### src/tcp_pkg.sv
// Package of constants and carrier types for the prescaled timer/counter
// Notes on behaviour
// - Source select clear: count every instruction cycle
// - Count write suppresses counting two cycles
// - Source select set: count external pin edges
// - Edge select: clear rising, set falling
// - Prescaler serves timer or watchdog, never both
// - Prescaler counter has no software access
// - Timer prescale ratios 1:2 to 1:256
// - Count is 8-bit read/write register
// - External path sampled on phases two, four
// - No prescaler: pin feeds synchroniser directly
// - Prescaler is ripple divider of external input; code uses a binary counter ticked by pin edges or instruction cycles
// - Count changes only after synchronisation; internal count without prescaler bypasses the synchroniser
// - Counter mode forces pin to input
// - Count write clears timer-assigned prescaler
// - Watchdog clear clears watchdog-assigned prescaler
// - Reset loads prescaler with zeros
// - Option bits 3:0 hold assignment, ratio
package tcp_pkg;
  // Count register sits at word index 1; the bus sees four bytes per word
  localparam int TCP_COUNT_INDEX = 1;
  localparam logic [31:0] TCP_COUNT_OFFSET = 32'(4 * TCP_COUNT_INDEX);
  localparam logic [31:0] TCP_OPTION_OFFSET = 32'h0000_0008;
  localparam logic [31:0] TCP_CMD_OFFSET = 32'h0000_000C;
  localparam logic [7:0] TCP_OPTION_RESET = 8'hFF;
  localparam logic [7:0] TCP_COUNT_RESET = 8'h00;
  localparam logic [7:0] TCP_PRESCALE_RESET = 8'h00;
  localparam int TCP_SRC_BIT = 5;
  localparam int TCP_EDGE_BIT = 4;
  localparam int TCP_ASSIGN_BIT = 3;
  localparam int TCP_RATIO_MSB = 2;
  localparam int TCP_CMD_WDT_BIT = 0;
  localparam int TCP_INHIBIT_CYCLES = 2;
  localparam int TCP_PHASES = 4;
  localparam logic [1:0] TCP_RESP_OKAY = 2'b00;
  localparam logic [1:0] TCP_RESP_SLVERR = 2'b10;

  // Decoded option fields handed to the counting core
  typedef struct packed {
    logic src_ext;
    logic edge_fall;
    logic to_wdt;
    logic [2:0] ratio;
  } tcp_cfg_type;
endpackage

### src/tcp_timer.sv
// Register access over AXI4-Lite is this design's own decision.
`timescale 1ns/1ns
// Timer/counter top with AXI4-Lite register slave
module tcp_timer (
  input wire logic aclk,
  input wire logic aresetn,
  input wire logic [31:0] s_axi_awaddr,
  input wire logic s_axi_awvalid,
  output logic s_axi_awready,
  input wire logic [31:0] s_axi_wdata,
  input wire logic [3:0] s_axi_wstrb,
  input wire logic s_axi_wvalid,
  output logic s_axi_wready,
  output logic [1:0] s_axi_bresp,
  output logic s_axi_bvalid,
  input wire logic s_axi_bready,
  input wire logic [31:0] s_axi_araddr,
  input wire logic s_axi_arvalid,
  output logic s_axi_arready,
  output logic [31:0] s_axi_rdata,
  output logic [1:0] s_axi_rresp,
  output logic s_axi_rvalid,
  input wire logic s_axi_rready,
  input wire logic external_count_input,
  input wire logic pin_direction_control,
  output logic count_pin_input_mode,
  output logic prescaler_to_watchdog,
  output logic watchdog_clear_instruction
);
  tcp_pkg::tcp_cfg_type cfg;
  logic [7:0] option_q;
  logic [7:0] option_d;
  logic [7:0] count_q;
  logic [7:0] count_d;
  logic [1:0] inhibit_q;
  logic [1:0] inhibit_d;
  logic pin_q;
  logic pin_d;
  logic sync_q;
  logic sync_d;
  logic sync_prev_q;
  logic sync_prev_d;
  logic dir_q;
  logic dir_d;
  logic assign_q;
  logic assign_d;
  logic wclr_q;
  logic wclr_d;
  logic aw_held_q;
  logic aw_held_d;
  logic w_held_q;
  logic w_held_d;
  logic [31:0] awaddr_q;
  logic [31:0] awaddr_d;
  logic [31:0] wdata_q;
  logic [31:0] wdata_d;
  logic [3:0] wstrb_q;
  logic [3:0] wstrb_d;
  logic bvalid_q;
  logic bvalid_d;
  logic [1:0] bresp_q;
  logic [1:0] bresp_d;
  logic rvalid_q;
  logic rvalid_d;
  logic [31:0] rdata_q;
  logic [31:0] rdata_d;
  logic [1:0] rresp_q;
  logic [1:0] rresp_d;
  logic awready_q;
  logic awready_d;
  logic wready_q;
  logic wready_d;
  logic arready_q;
  logic arready_d;
  logic cycle_end;
  logic sample_en;
  logic pin_edge;
  logic pre_tap;
  logic pre_clear;
  logic pre_out;
  logic inc_src;
  logic wr_go;
  logic wr_count;
  logic wr_option;
  logic wr_cmd;

  // Option register fields
  assign cfg.src_ext = option_q[tcp_pkg::TCP_SRC_BIT];
  assign cfg.edge_fall = option_q[tcp_pkg::TCP_EDGE_BIT];
  assign cfg.to_wdt = option_q[tcp_pkg::TCP_ASSIGN_BIT];
  assign cfg.ratio = option_q[tcp_pkg::TCP_RATIO_MSB:0];

  tcp_phase_gen u_phase (
    .aclk(aclk),
    .aresetn(aresetn),
    .cycle_end(cycle_end),
    .sample_en(sample_en)
  );

  tcp_prescaler #(
    .WIDTH(8)
  ) u_pre (
    .aclk(aclk),
    .aresetn(aresetn),
    .tick(pre_tap),
    .clear(pre_clear),
    .ratio(cfg.ratio),
    .tap(pre_out)
  );

  // Write decode: address and data both held, response channel free
  assign wr_go = aw_held_q && w_held_q && !bvalid_q;
  assign wr_count = wr_go && wstrb_q[0] &&
    (awaddr_q[7:0] == tcp_pkg::TCP_COUNT_OFFSET[7:0]) &&
    (awaddr_q[31:8] == 24'h000000);
  assign wr_option = wr_go && wstrb_q[0] &&
    (awaddr_q[7:0] == tcp_pkg::TCP_OPTION_OFFSET[7:0]) &&
    (awaddr_q[31:8] == 24'h000000);
  assign wr_cmd = wr_go && wstrb_q[0] &&
    (awaddr_q[7:0] == tcp_pkg::TCP_CMD_OFFSET[7:0]) &&
    (awaddr_q[31:8] == 24'h000000) &&
    wdata_q[tcp_pkg::TCP_CMD_WDT_BIT];

  // Selected edge on the count pin, seen in the same clock the pin moves
  assign pin_edge = cfg.edge_fall ? (pin_q && !external_count_input)
                                  : (!pin_q && external_count_input);
  // Prescaler is clocked by the pin only while it belongs to the timer
  assign pre_tap = !cfg.to_wdt && cfg.src_ext ? pin_edge
                 : (!cfg.to_wdt && cycle_end);
  // Clear on count write (timer owned) or watchdog clear (watchdog owned)
  assign pre_clear = (wr_count && !cfg.to_wdt) ||
                     (wr_cmd && cfg.to_wdt);
  // Without prescaler the registered pin, inverted for falling edges, stands in for the prescaler output
  assign inc_src = cfg.to_wdt ? (cfg.edge_fall ? !pin_q : pin_q)
                              : pre_out;

  // Count source, synchroniser and counter
  always_comb
  begin
    pin_d = external_count_input;
    sync_d = sync_q;
    sync_prev_d = sync_prev_q;
    inhibit_d = inhibit_q;
    count_d = count_q;
    if (sample_en)
    begin
      sync_d = inc_src;
      sync_prev_d = sync_q;
    end
    if (wr_count)
    begin
      count_d = wdata_q[7:0];
      inhibit_d = 2'(tcp_pkg::TCP_INHIBIT_CYCLES);
    end
    else if (cycle_end && inhibit_q != 2'h0)
    begin
      inhibit_d = inhibit_q - 2'h1;
    end
    else if (inhibit_q == 2'h0)
    begin
      if (!cfg.src_ext && cycle_end &&
          (cfg.to_wdt || (sync_q && !sync_prev_q)))
        count_d = count_q + 8'h01;
      else if (cfg.src_ext && sample_en && sync_q && !sync_prev_q)
        count_d = count_q + 8'h01;
    end
  end

  always_ff @(posedge aclk)
  begin
    if (!aresetn)
    begin
      pin_q <= 1'b0;
      // Reset option picks falling edges, so an idle-low pin reads high;
      // starting the detector high avoids a false count after reset
      sync_q <= 1'b1;
      sync_prev_q <= 1'b1;
      inhibit_q <= 2'h0;
      count_q <= tcp_pkg::TCP_COUNT_RESET;
    end
    else
    begin
      pin_q <= pin_d;
      sync_q <= sync_d;
      sync_prev_q <= sync_prev_d;
      inhibit_q <= inhibit_d;
      count_q <= count_d;
    end
  end

  // Option register and registered side outputs
  always_comb
  begin
    option_d = option_q;
    if (wr_option)
      option_d = wdata_q[7:0];
    // Counter mode overrides direction so the pin is always an input
    dir_d = option_q[tcp_pkg::TCP_SRC_BIT] || pin_direction_control;
    assign_d = option_q[tcp_pkg::TCP_ASSIGN_BIT];
    wclr_d = wr_cmd;
  end

  always_ff @(posedge aclk)
  begin
    if (!aresetn)
    begin
      option_q <= tcp_pkg::TCP_OPTION_RESET;
      dir_q <= 1'b1;
      assign_q <= 1'b1;
      wclr_q <= 1'b0;
    end
    else
    begin
      option_q <= option_d;
      dir_q <= dir_d;
      assign_q <= assign_d;
      wclr_q <= wclr_d;
    end
  end

  // AXI4-Lite write path; address and data accepted in either order
  always_comb
  begin
    aw_held_d = aw_held_q;
    w_held_d = w_held_q;
    awaddr_d = awaddr_q;
    wdata_d = wdata_q;
    wstrb_d = wstrb_q;
    bvalid_d = bvalid_q;
    bresp_d = bresp_q;
    if (s_axi_awvalid && !aw_held_q)
    begin
      aw_held_d = 1'b1;
      awaddr_d = s_axi_awaddr;
    end
    if (s_axi_wvalid && !w_held_q)
    begin
      w_held_d = 1'b1;
      wdata_d = s_axi_wdata;
      wstrb_d = s_axi_wstrb;
    end
    if (wr_go)
    begin
      aw_held_d = 1'b0;
      w_held_d = 1'b0;
      bvalid_d = 1'b1;
      bresp_d = (wr_count || wr_option ||
        (awaddr_q == tcp_pkg::TCP_CMD_OFFSET)) ?
        tcp_pkg::TCP_RESP_OKAY : tcp_pkg::TCP_RESP_SLVERR;
    end
    else if (bvalid_q && s_axi_bready)
      bvalid_d = 1'b0;
    // Readies registered so the ports come straight from flops
    awready_d = !aw_held_d;
    wready_d = !w_held_d;
  end

  // AXI4-Lite read path; option register is write-only and reads zero
  always_comb
  begin
    rvalid_d = rvalid_q;
    rdata_d = rdata_q;
    rresp_d = rresp_q;
    if (s_axi_arvalid && !rvalid_q)
    begin
      rvalid_d = 1'b1;
      rdata_d = 32'h0000_0000;
      rresp_d = tcp_pkg::TCP_RESP_OKAY;
      if (s_axi_araddr == tcp_pkg::TCP_COUNT_OFFSET)
        rdata_d = {24'h000000, count_q};
      else if (s_axi_araddr != tcp_pkg::TCP_OPTION_OFFSET &&
               s_axi_araddr != tcp_pkg::TCP_CMD_OFFSET)
        rresp_d = tcp_pkg::TCP_RESP_SLVERR;
    end
    else if (rvalid_q && s_axi_rready)
      rvalid_d = 1'b0;
    arready_d = !rvalid_d;
  end

  always_ff @(posedge aclk)
  begin
    if (!aresetn)
    begin
      aw_held_q <= 1'b0;
      w_held_q <= 1'b0;
      awaddr_q <= 32'h0000_0000;
      wdata_q <= 32'h0000_0000;
      wstrb_q <= 4'h0;
      bvalid_q <= 1'b0;
      bresp_q <= 2'h0;
      rvalid_q <= 1'b0;
      rdata_q <= 32'h0000_0000;
      rresp_q <= 2'h0;
      awready_q <= 1'b1;
      wready_q <= 1'b1;
      arready_q <= 1'b1;
    end
    else
    begin
      aw_held_q <= aw_held_d;
      w_held_q <= w_held_d;
      awaddr_q <= awaddr_d;
      wdata_q <= wdata_d;
      wstrb_q <= wstrb_d;
      bvalid_q <= bvalid_d;
      bresp_q <= bresp_d;
      rvalid_q <= rvalid_d;
      rdata_q <= rdata_d;
      rresp_q <= rresp_d;
      awready_q <= awready_d;
      wready_q <= wready_d;
      arready_q <= arready_d;
    end
  end

  // Ready only while the holding slot is empty
  assign s_axi_awready = awready_q;
  assign s_axi_wready = wready_q;
  assign s_axi_bvalid = bvalid_q;
  assign s_axi_bresp = bresp_q;
  assign s_axi_arready = arready_q;
  assign s_axi_rvalid = rvalid_q;
  assign s_axi_rdata = rdata_q;
  assign s_axi_rresp = rresp_q;
  assign count_pin_input_mode = dir_q;
  assign prescaler_to_watchdog = assign_q;
  assign watchdog_clear_instruction = wclr_q;
endmodule // tcp_timer

### src/tcp_phase_gen.sv
`timescale 1ns/1ns
// Instruction-cycle phase generator, four clocks per instruction cycle
module tcp_phase_gen (
  input wire logic aclk,
  input wire logic aresetn,
  output logic cycle_end,
  output logic sample_en
);
  logic [1:0] phase_q;
  logic [1:0] phase_d;

  // Free-running phase counter
  always_comb
  begin
    phase_d = phase_q + 2'h1;
  end

  always_ff @(posedge aclk)
  begin
    if (!aresetn)
      phase_q <= 2'h0;
    else
      phase_q <= phase_d;
  end

  // Sampling on the second and fourth phase of each cycle
  assign sample_en = phase_q[0];
  assign cycle_end = (phase_q == 2'h3);
endmodule // tcp_phase_gen

### src/tcp_prescaler.sv
`timescale 1ns/1ns
// Shared 8-bit prescaler and selected-tap output
module tcp_prescaler #(
  parameter int WIDTH = 8
) (
  input wire logic aclk,
  input wire logic aresetn,
  input wire logic tick,
  input wire logic clear,
  input wire logic [2:0] ratio,
  output logic tap
);
  logic [WIDTH-1:0] cnt_q; // No bus path reads or loads this
  logic [WIDTH-1:0] cnt_d;

  // Taps and ratio field assume exactly eight stages
  if (WIDTH != 8)
  begin : g_width_check
    $error("tcp_prescaler: WIDTH must be 8");
  end

  // Divider; a binary counter gives the same symmetric taps as a ripple
  // chain without asynchronous clocks
  always_comb
  begin
    cnt_d = cnt_q;
    if (clear)
      cnt_d = tcp_pkg::TCP_PRESCALE_RESET;
    else if (tick)
      cnt_d = cnt_q + 8'h01;
  end

  always_ff @(posedge aclk)
  begin
    if (!aresetn)
      cnt_q <= tcp_pkg::TCP_PRESCALE_RESET;
    else
      cnt_q <= cnt_d;
  end

  // Bit n toggles at 1:2^(n+1), so 000 gives 1:2 and 111 gives 1:256
  assign tap = cnt_q[ratio];
endmodule // tcp_prescaler

### config.mk
export PLATFORM = sky130hd
export DESIGN_NAME = tcp_timer
export DESIGN_NICKNAME = d
export VERILOG_FILES = /design/src/tcp_pkg.sv /design/src/tcp_timer.sv /design/src/tcp_phase_gen.sv /design/src/tcp_prescaler.sv
export SDC_FILE = /design/constraint.sdc
export NUM_CORES = 1
export LEC_CHECK = 0
export ABC_AREA = 1
export BUFFER_PORTS_ARGS = -buffer_cell sky130_fd_sc_hd__buf_2
export CAP_MARGIN = 10
export CORE_MARGIN = 2
export CORE_UTILIZATION = 50
export DETAILED_ROUTE_END_ITERATION = 7
export HOLD_SLACK_MARGIN = 0.02
export PLACE_DENSITY = 0.84
export SETUP_SLACK_MARGIN = 0.4
export SLEW_MARGIN = 20
export SYNTH_ARGS = -nofsm -noshare
export SYNTH_HDL_FRONTEND = slang
export SYNTH_HIERARCHICAL = 1
export SYNTH_SLANG_ARGS = --single-unit
### constraint.sdc
create_clock -name aclk -period 2.1 [get_ports aclk]
set_clock_uncertainty 0.15 [all_clocks]
set_input_delay 0.315 -clock aclk [delete_from_list [all_inputs] [get_ports aclk]]
set_output_delay 0.315 -clock aclk [all_outputs]
set_load 0.01 [all_outputs]
# Word-level counts from Yosys, hierarchy flattened
# Cells that the tools add are included.
# classes
n_addsub,4
n_mul,0
div_mod_pow,0
n_lt_le_gt_ge,1
n_eq_ne,9
shifts,0
mux,25
bitwise_logic,1
n_reduce_logical,56
# ops
op,count
$ne A32 B4 Y1 const B,2
$mux W8,6
$eq A32 B3 Y1 const B,1
$eq A32 B4 Y1 const B,1
$logic_and A1 B1 Y1,29
$logic_not A24 Y1,1
$add A8 B1 Y8 const B,2
$eq A8 B4 Y1 const B,2
$mux W1,13
$logic_not A1 Y1,12
$mux W2,5
$eq A8 B3 Y1 const B,1
$reduce_bool A2 Y1,4
$logic_or A1 B1 Y1,5
$lt A3 B4 Y1 const B,1
$reduce_or A2 Y1,2
$bmux W1 S3,1
$reduce_and A3 Y1,1
$reduce_bool A3 Y1,1
$add A2 B1 Y2 const B,1
$eq A2 B2 Y1 const B,1
$logic_not A2 Y1,1
$ne A2 B2 Y1 const B,1
$sub A2 B1 Y2 const B,1
$not A1 Y1,1
# word_totals
ff_bits,116
latch_bits,0
ramBits,0
mem_bits_ro,0
in_bits,109
wordCells,121
memories,0

# Depth between registers and ports, before layout
# logic_depth
depth_word,9
mapped_depth,11

# Modules after synthesis
# Netlist, hierarchy kept.
# by_module_without_submodules
module,instances,cells_per_inst,area_per_inst_um2,seq_area_each_um2
tcp_timer,1,518,3663.5,1601.5
tcp_prescaler,1,76,469.2,160.2
tcp_phase_gen,1,7,70.1,40.0

# Least setup slack after synthesis
# OpenSTA, ideal clock, no wires.
# synth_path
kind,flip-flop to flip-flop
startpoint,register u_phase.phase_q[0]
endpoint,register u_pre.cnt_q[7]
setup_time_ns,0.115
arrival_ns,1.314
t_required_ns,1.835
path_slack_ns,0.521
path_stages_with_launch,10
path_buffers,0
path_cell_list,dfxtp_1 ha_1 inv_1 nor2_1 o21a_1 nand2_1 nor2_4 nand3_1 nand2_1 nor2_1
# synth_between
elab_chain_cells,3
# synth_lines
element,line_no,rtl
start: declaration,tcp_phase_gen.sv:9,logic [1:0] phase_q;
start signal: assignment,tcp_phase_gen.sv:23,phase_q <= phase_d;
$eq A2 B2 Y1,tcp_phase_gen.sv:28,assign cycle_end = (phase_q == 2'h3);
net cycle_end,tcp_timer.sv:75,logic cycle_end;
$logic_and A1 B1 Y1,tcp_timer.sv:129,: (!cfg.to_wdt && cycle_end);
$mux W1,tcp_timer.sv:128,assign pre_tap = !cfg.to_wdt && cfg.src_ext ? pin_edge
net pre_tap,tcp_timer.sv:78,logic pre_tap;
end signal: assignment,tcp_prescaler.sv:36,cnt_q <= tcp_pkg::TCP_PRESCALE_RESET;
end signal: assignment,tcp_prescaler.sv:38,cnt_q <= cnt_d;
end: declaration,tcp_prescaler.sv:13,logic [WIDTH-1:0] cnt_q;
# The timed path passes the listed nets, and every way through them passes these cells.
# A chain may end at the register's enable or synchronous reset.

# Worst setup path after layout
# layout_path
startpoint,register awaddr_q[25]
endpoint,register count_q[1]
# layout_between
elab_chain_cells,4
word_cells_on_any_way,7
classes_between,eq/ne: 1; mux: 1; reduce/logical: 5
# layout_lines
element,line_no,rtl
start: declaration,tcp_timer.sv:53,logic [31:0] awaddr_q;
start signal: assignment,tcp_timer.sv:302,awaddr_q <= awaddr_d;
$logic_not A24 Y1 *,tcp_timer.sv:115,(awaddr_q[31:8] == 24'h000000);
$logic_and A1 B1 Y1 *,tcp_timer.sv:114,(awaddr_q[7:0] == tcp_pkg::TCP_COUNT_OFFSET[7:0]) &&
"$ne A2 B2 Y1 (no source line), or another cell as far along",-,
$reduce_and A3 Y1 (no source line),-,
end signal: assignment,tcp_timer.sv:179,count_q <= tcp_pkg::TCP_COUNT_RESET;
end signal: assignment,tcp_timer.sv:187,count_q <= count_d;
end: declaration,tcp_timer.sv:33,logic [7:0] count_q;
# Every way passes the cells marked *; elsewhere a longest branch is shown, timed or not.

==> results.json <==
{
  "coreArea_um2": 8180,
  "routabilityCongestion": 0.850,
  "grt_pass1_wl_mm": 14.7,
  "vias": 3964,
  "fin_area_um2": 5120,
  "netSwitchingPower_mw": 1.00,
  "max_freq_ghz": 0.589,
  "yosys.area_share.simple_pct": 31.7,
  "yosysSeqAreaShare_pct": 42.9,
  "num_rows": 33,
  "synth_area_um2": 4200,
  "die_y_um": 95.7,
  "finalCriticalPeriod_ns": 1.70,
  "ys_types": 36,
  "synth-xor-area-share_pct": 0.625,
  "tritoncts": "done",
  "slew_violations": 0,
  "grtUsageTotal_pct": 20.4,
  "clkLatencyLatePin_ns": 0.36,
  "via_per_inst": 4.85,
  "die-width_um": 95.7,
  "fin_cells": 818,
  "layout_common_cells": "139 x nor2_1, 99 x buf_2, 80 x dfxtp_1",
  "synth_warnings": 6,
  "ff_latch_area_um2": 1820,
  "synth-seq-cells": 90,
  "synth_compound_area_share_pct": 11.9,
  "endpoint_kind": "register",
  "dp_cells": 791,
  "die_area_um2": 9150,
  "min_path_type": "in -> reg",
  "cts_buffers": 9,
  "wirelength_mm": 9.44,
  "synth_area_leaders": "dfxtp_1 43%, nor2_1 14%, nand2_1 7.7%",
  "first_pass_iters": 5,
  "pin_count": 153,
  "critPathMaxFanout": 8,
  "status": "finished clean",
  "antenna_found_initial": 0,
  "fin_nets": 821,
  "synthMuxAreaShare_pct": 0,
  "synth_top_family_by_area": "simple AND/OR/NAND/NOR gates",
  "grt_overflow": 0,
  "synth_cells": 601,
  "syn_area_per_cell_um2": 6.99,
  "n_fill_cell": 735,
  "drv_cap": 0,
  "areaGrowthSynthToFinish_pct": 21.9,
  "max_slew_margin_pct": 65.7,
  "cp.arrival_ns": 1.78,
  "min_period_over_period_pct": 80.9,
  "antenna_left": 0,
  "place_ws_ns": 0.309,
  "clock-sinks": 90,
  "placed_cell_area_um2": 4680,
  "worst_slack_ns": 0.401,
  "tightest_slew_ns": 0.514,
  "h-tree-depth": 3,
  "root_buffer": "clkbuf_8",
  "remaining_drc_errors": 0,
  "crit_required_ns": 2.18,
  "seqPwrFrac_pct": 52.3,
  "multiInputGateArea_um2": 2130,
  "diodes": 0,
  "yosys.area.top_type_share_pct": 42.9,
  "startpoint_type": "register",
  "initialDrtViolationCount": 226,
  "peakVddDrop_mv": 0.335,
  "finalSetupTns_ns": 0,
  "clockBufferDepth": 2,
  "final_common_cell": "nor2_1",
  "clock_power_share_pct": 35.3,
  "setup_viol": 0,
  "utilization_pct": 62.7,
  "grt_pass1_vias": 3539,
  "clk_pin_slew_ns": 0.10,
  "port_buffers": 99,
  "wl_per_cell_um": 11.5,
  "grt_start_max_net_pins": 54,
  "rsz0062_at_grt": "yes",
  "switching_share_pct": 28.2,
  "dpl.hpwl_mm": 6.62,
  "yosysTopAreaCell": "dfxtp_1",
  "worstSetupPathType": "reg -> reg",
  "start_util_pct": 51.4,
  "layout-drive-gt1-share_pct": 25.4,
  "leakage_nw": 2.40,
  "synth_fa_ha_area_share_pct": 1.19,
  "final-hold-violation-count": 0,
  "power.density_nw_per_um2": 695,
  "intPower_mw": 2.56,
  "comb_power_share_pct": 12.4
}
logic make-up (layout without fill, tap and decap cells):
| logic type | after synthesis | after routing |
|---|---|---|
| flops | 90 | 90 |
| buf+inv | 102 | 188 |
| compound gates | 97 | 97 |
| other cells | 1 | 26 |
| xor+xnor | 3 | 3 |
| fa+ha+maj | 4 | 4 |
| simple gates | 304 | 305 |
per-layer routing:
metal / up-vias / wire [µm] / global-route usage (%)
met5: - / 0 / 0
met4: 0 / 152 / 8.81
met3: 13 / 610 / 4.58
met2: 124 / 4700 / 34.1
met1: 1754 / 3980 / 25.1
li1: 2073 / - / -
worst paths after layout:
kind / start / to / slack (ns) / depth (start not counted)
hold / removal: s_axi_awvalid / s_axi_awready$_SDFF_PN1_ / 0.05 / 2
setup reg to reg: awaddr_q[25]$_SDFFE_PN0P_ / count_q[1]$_SDFFE_PN0P_ / 0.40 / 10
setup / recovery: awaddr_q[25]$_SDFFE_PN0P_ / count_q[1]$_SDFFE_PN0P_ / 0.40 / 10
hold reg to reg: s_axi_bresp[1]$_SDFFE_PN0N_ / s_axi_bresp[1]$_SDFFE_PN0N_ / 0.32 / 2
through the flow:
step	hold slack (ns)	total power [mW]
after floorplan	0.251	2.17
after global placement	0.285	2.27
after detailed placement	0.289	2.29
after CTS	0.0380	3.53
after global routing	0.0435	3.73
final	0.0478	3.56
Yosys cell counts:
cell type and n:
buf_6 1, nor2_4 6, buf_1 1, a21oi_1 30, nand4_2 1, nor3_1 4
buf_2 2, nand2_1 86, nand3_1 36, nor2_1 152, buf_4 26, conb_1 1
nand4_1 6, clkinv_1 1, o21a_1 1, nor4_1 2, nor2_2 2, nor3_2 1
ha_1 4, inv_2 2, o21ai_0 62, xnor2_1 1, nor3b_1 1, inv_1 56
o221ai_1 1, o211ai_1 2, dfxtp_1 90, nor3b_2 1, o31ai_1 1, nor2_8 1
clkbuf_1 13, nand3_2 1, xor2_1 2, nand2_2 1, or2_2 1, nand2_4 2
flip-flops by register name, summed over array words and instances, names as in the netlist, 2 cells and up:
signal and count:
u_pre/cnt_q 8, s_axi_rdata 8, option_q 6, count_q 8, u_phase/phase_q 2, inhibit_q 2, awaddr_q 32, wdata_q 8
final cells by class:
type / instances / area share, %
multi-input combinational: 435 / 41.7
clock buffer: 9 / 2.42
tap: 105 / 2.56
clock inverter: 7 / 1.64
inverter: 59 / 4.32
timing repair buffer: 113 / 11.9
sequential: 90 / 35.5
worst max-delay path, stage by stage (launching register included):
cell	delay, ns
dfxtp_2	0.33
nor2_2	0.10
nand2_2	0.07
nor2_4	0.16
nand2_2	0.09
nor2_4	0.23
nand2_4	0.13
nand2_8	0.13
nor2_1	0.05
nor2_1	0.09
nor2_1	0.04
power groups by stage:
stage               combinational, mW  sequential [mW]  clock, mW
floorplan                       0.281             1.89          0
global placement                0.381             1.89          0
detailed placement              0.393             1.90          0
CTS                             0.406             1.86       1.27
global route                    0.505             1.88       1.35
finish                          0.443             1.86       1.26
timing repair:
action                                  4_1_cts  5_1_grt
gates cloned                                  0        1
buffers inserted                              1        6
pin swaps                                     1       27
hold endpoints to repair                      3        0
endpoints found under the setup margin       16       22
gates resized for setup                       6       41
hold buffers                                  3        0
Note: power is estimated with default switching activity, not from simulation.
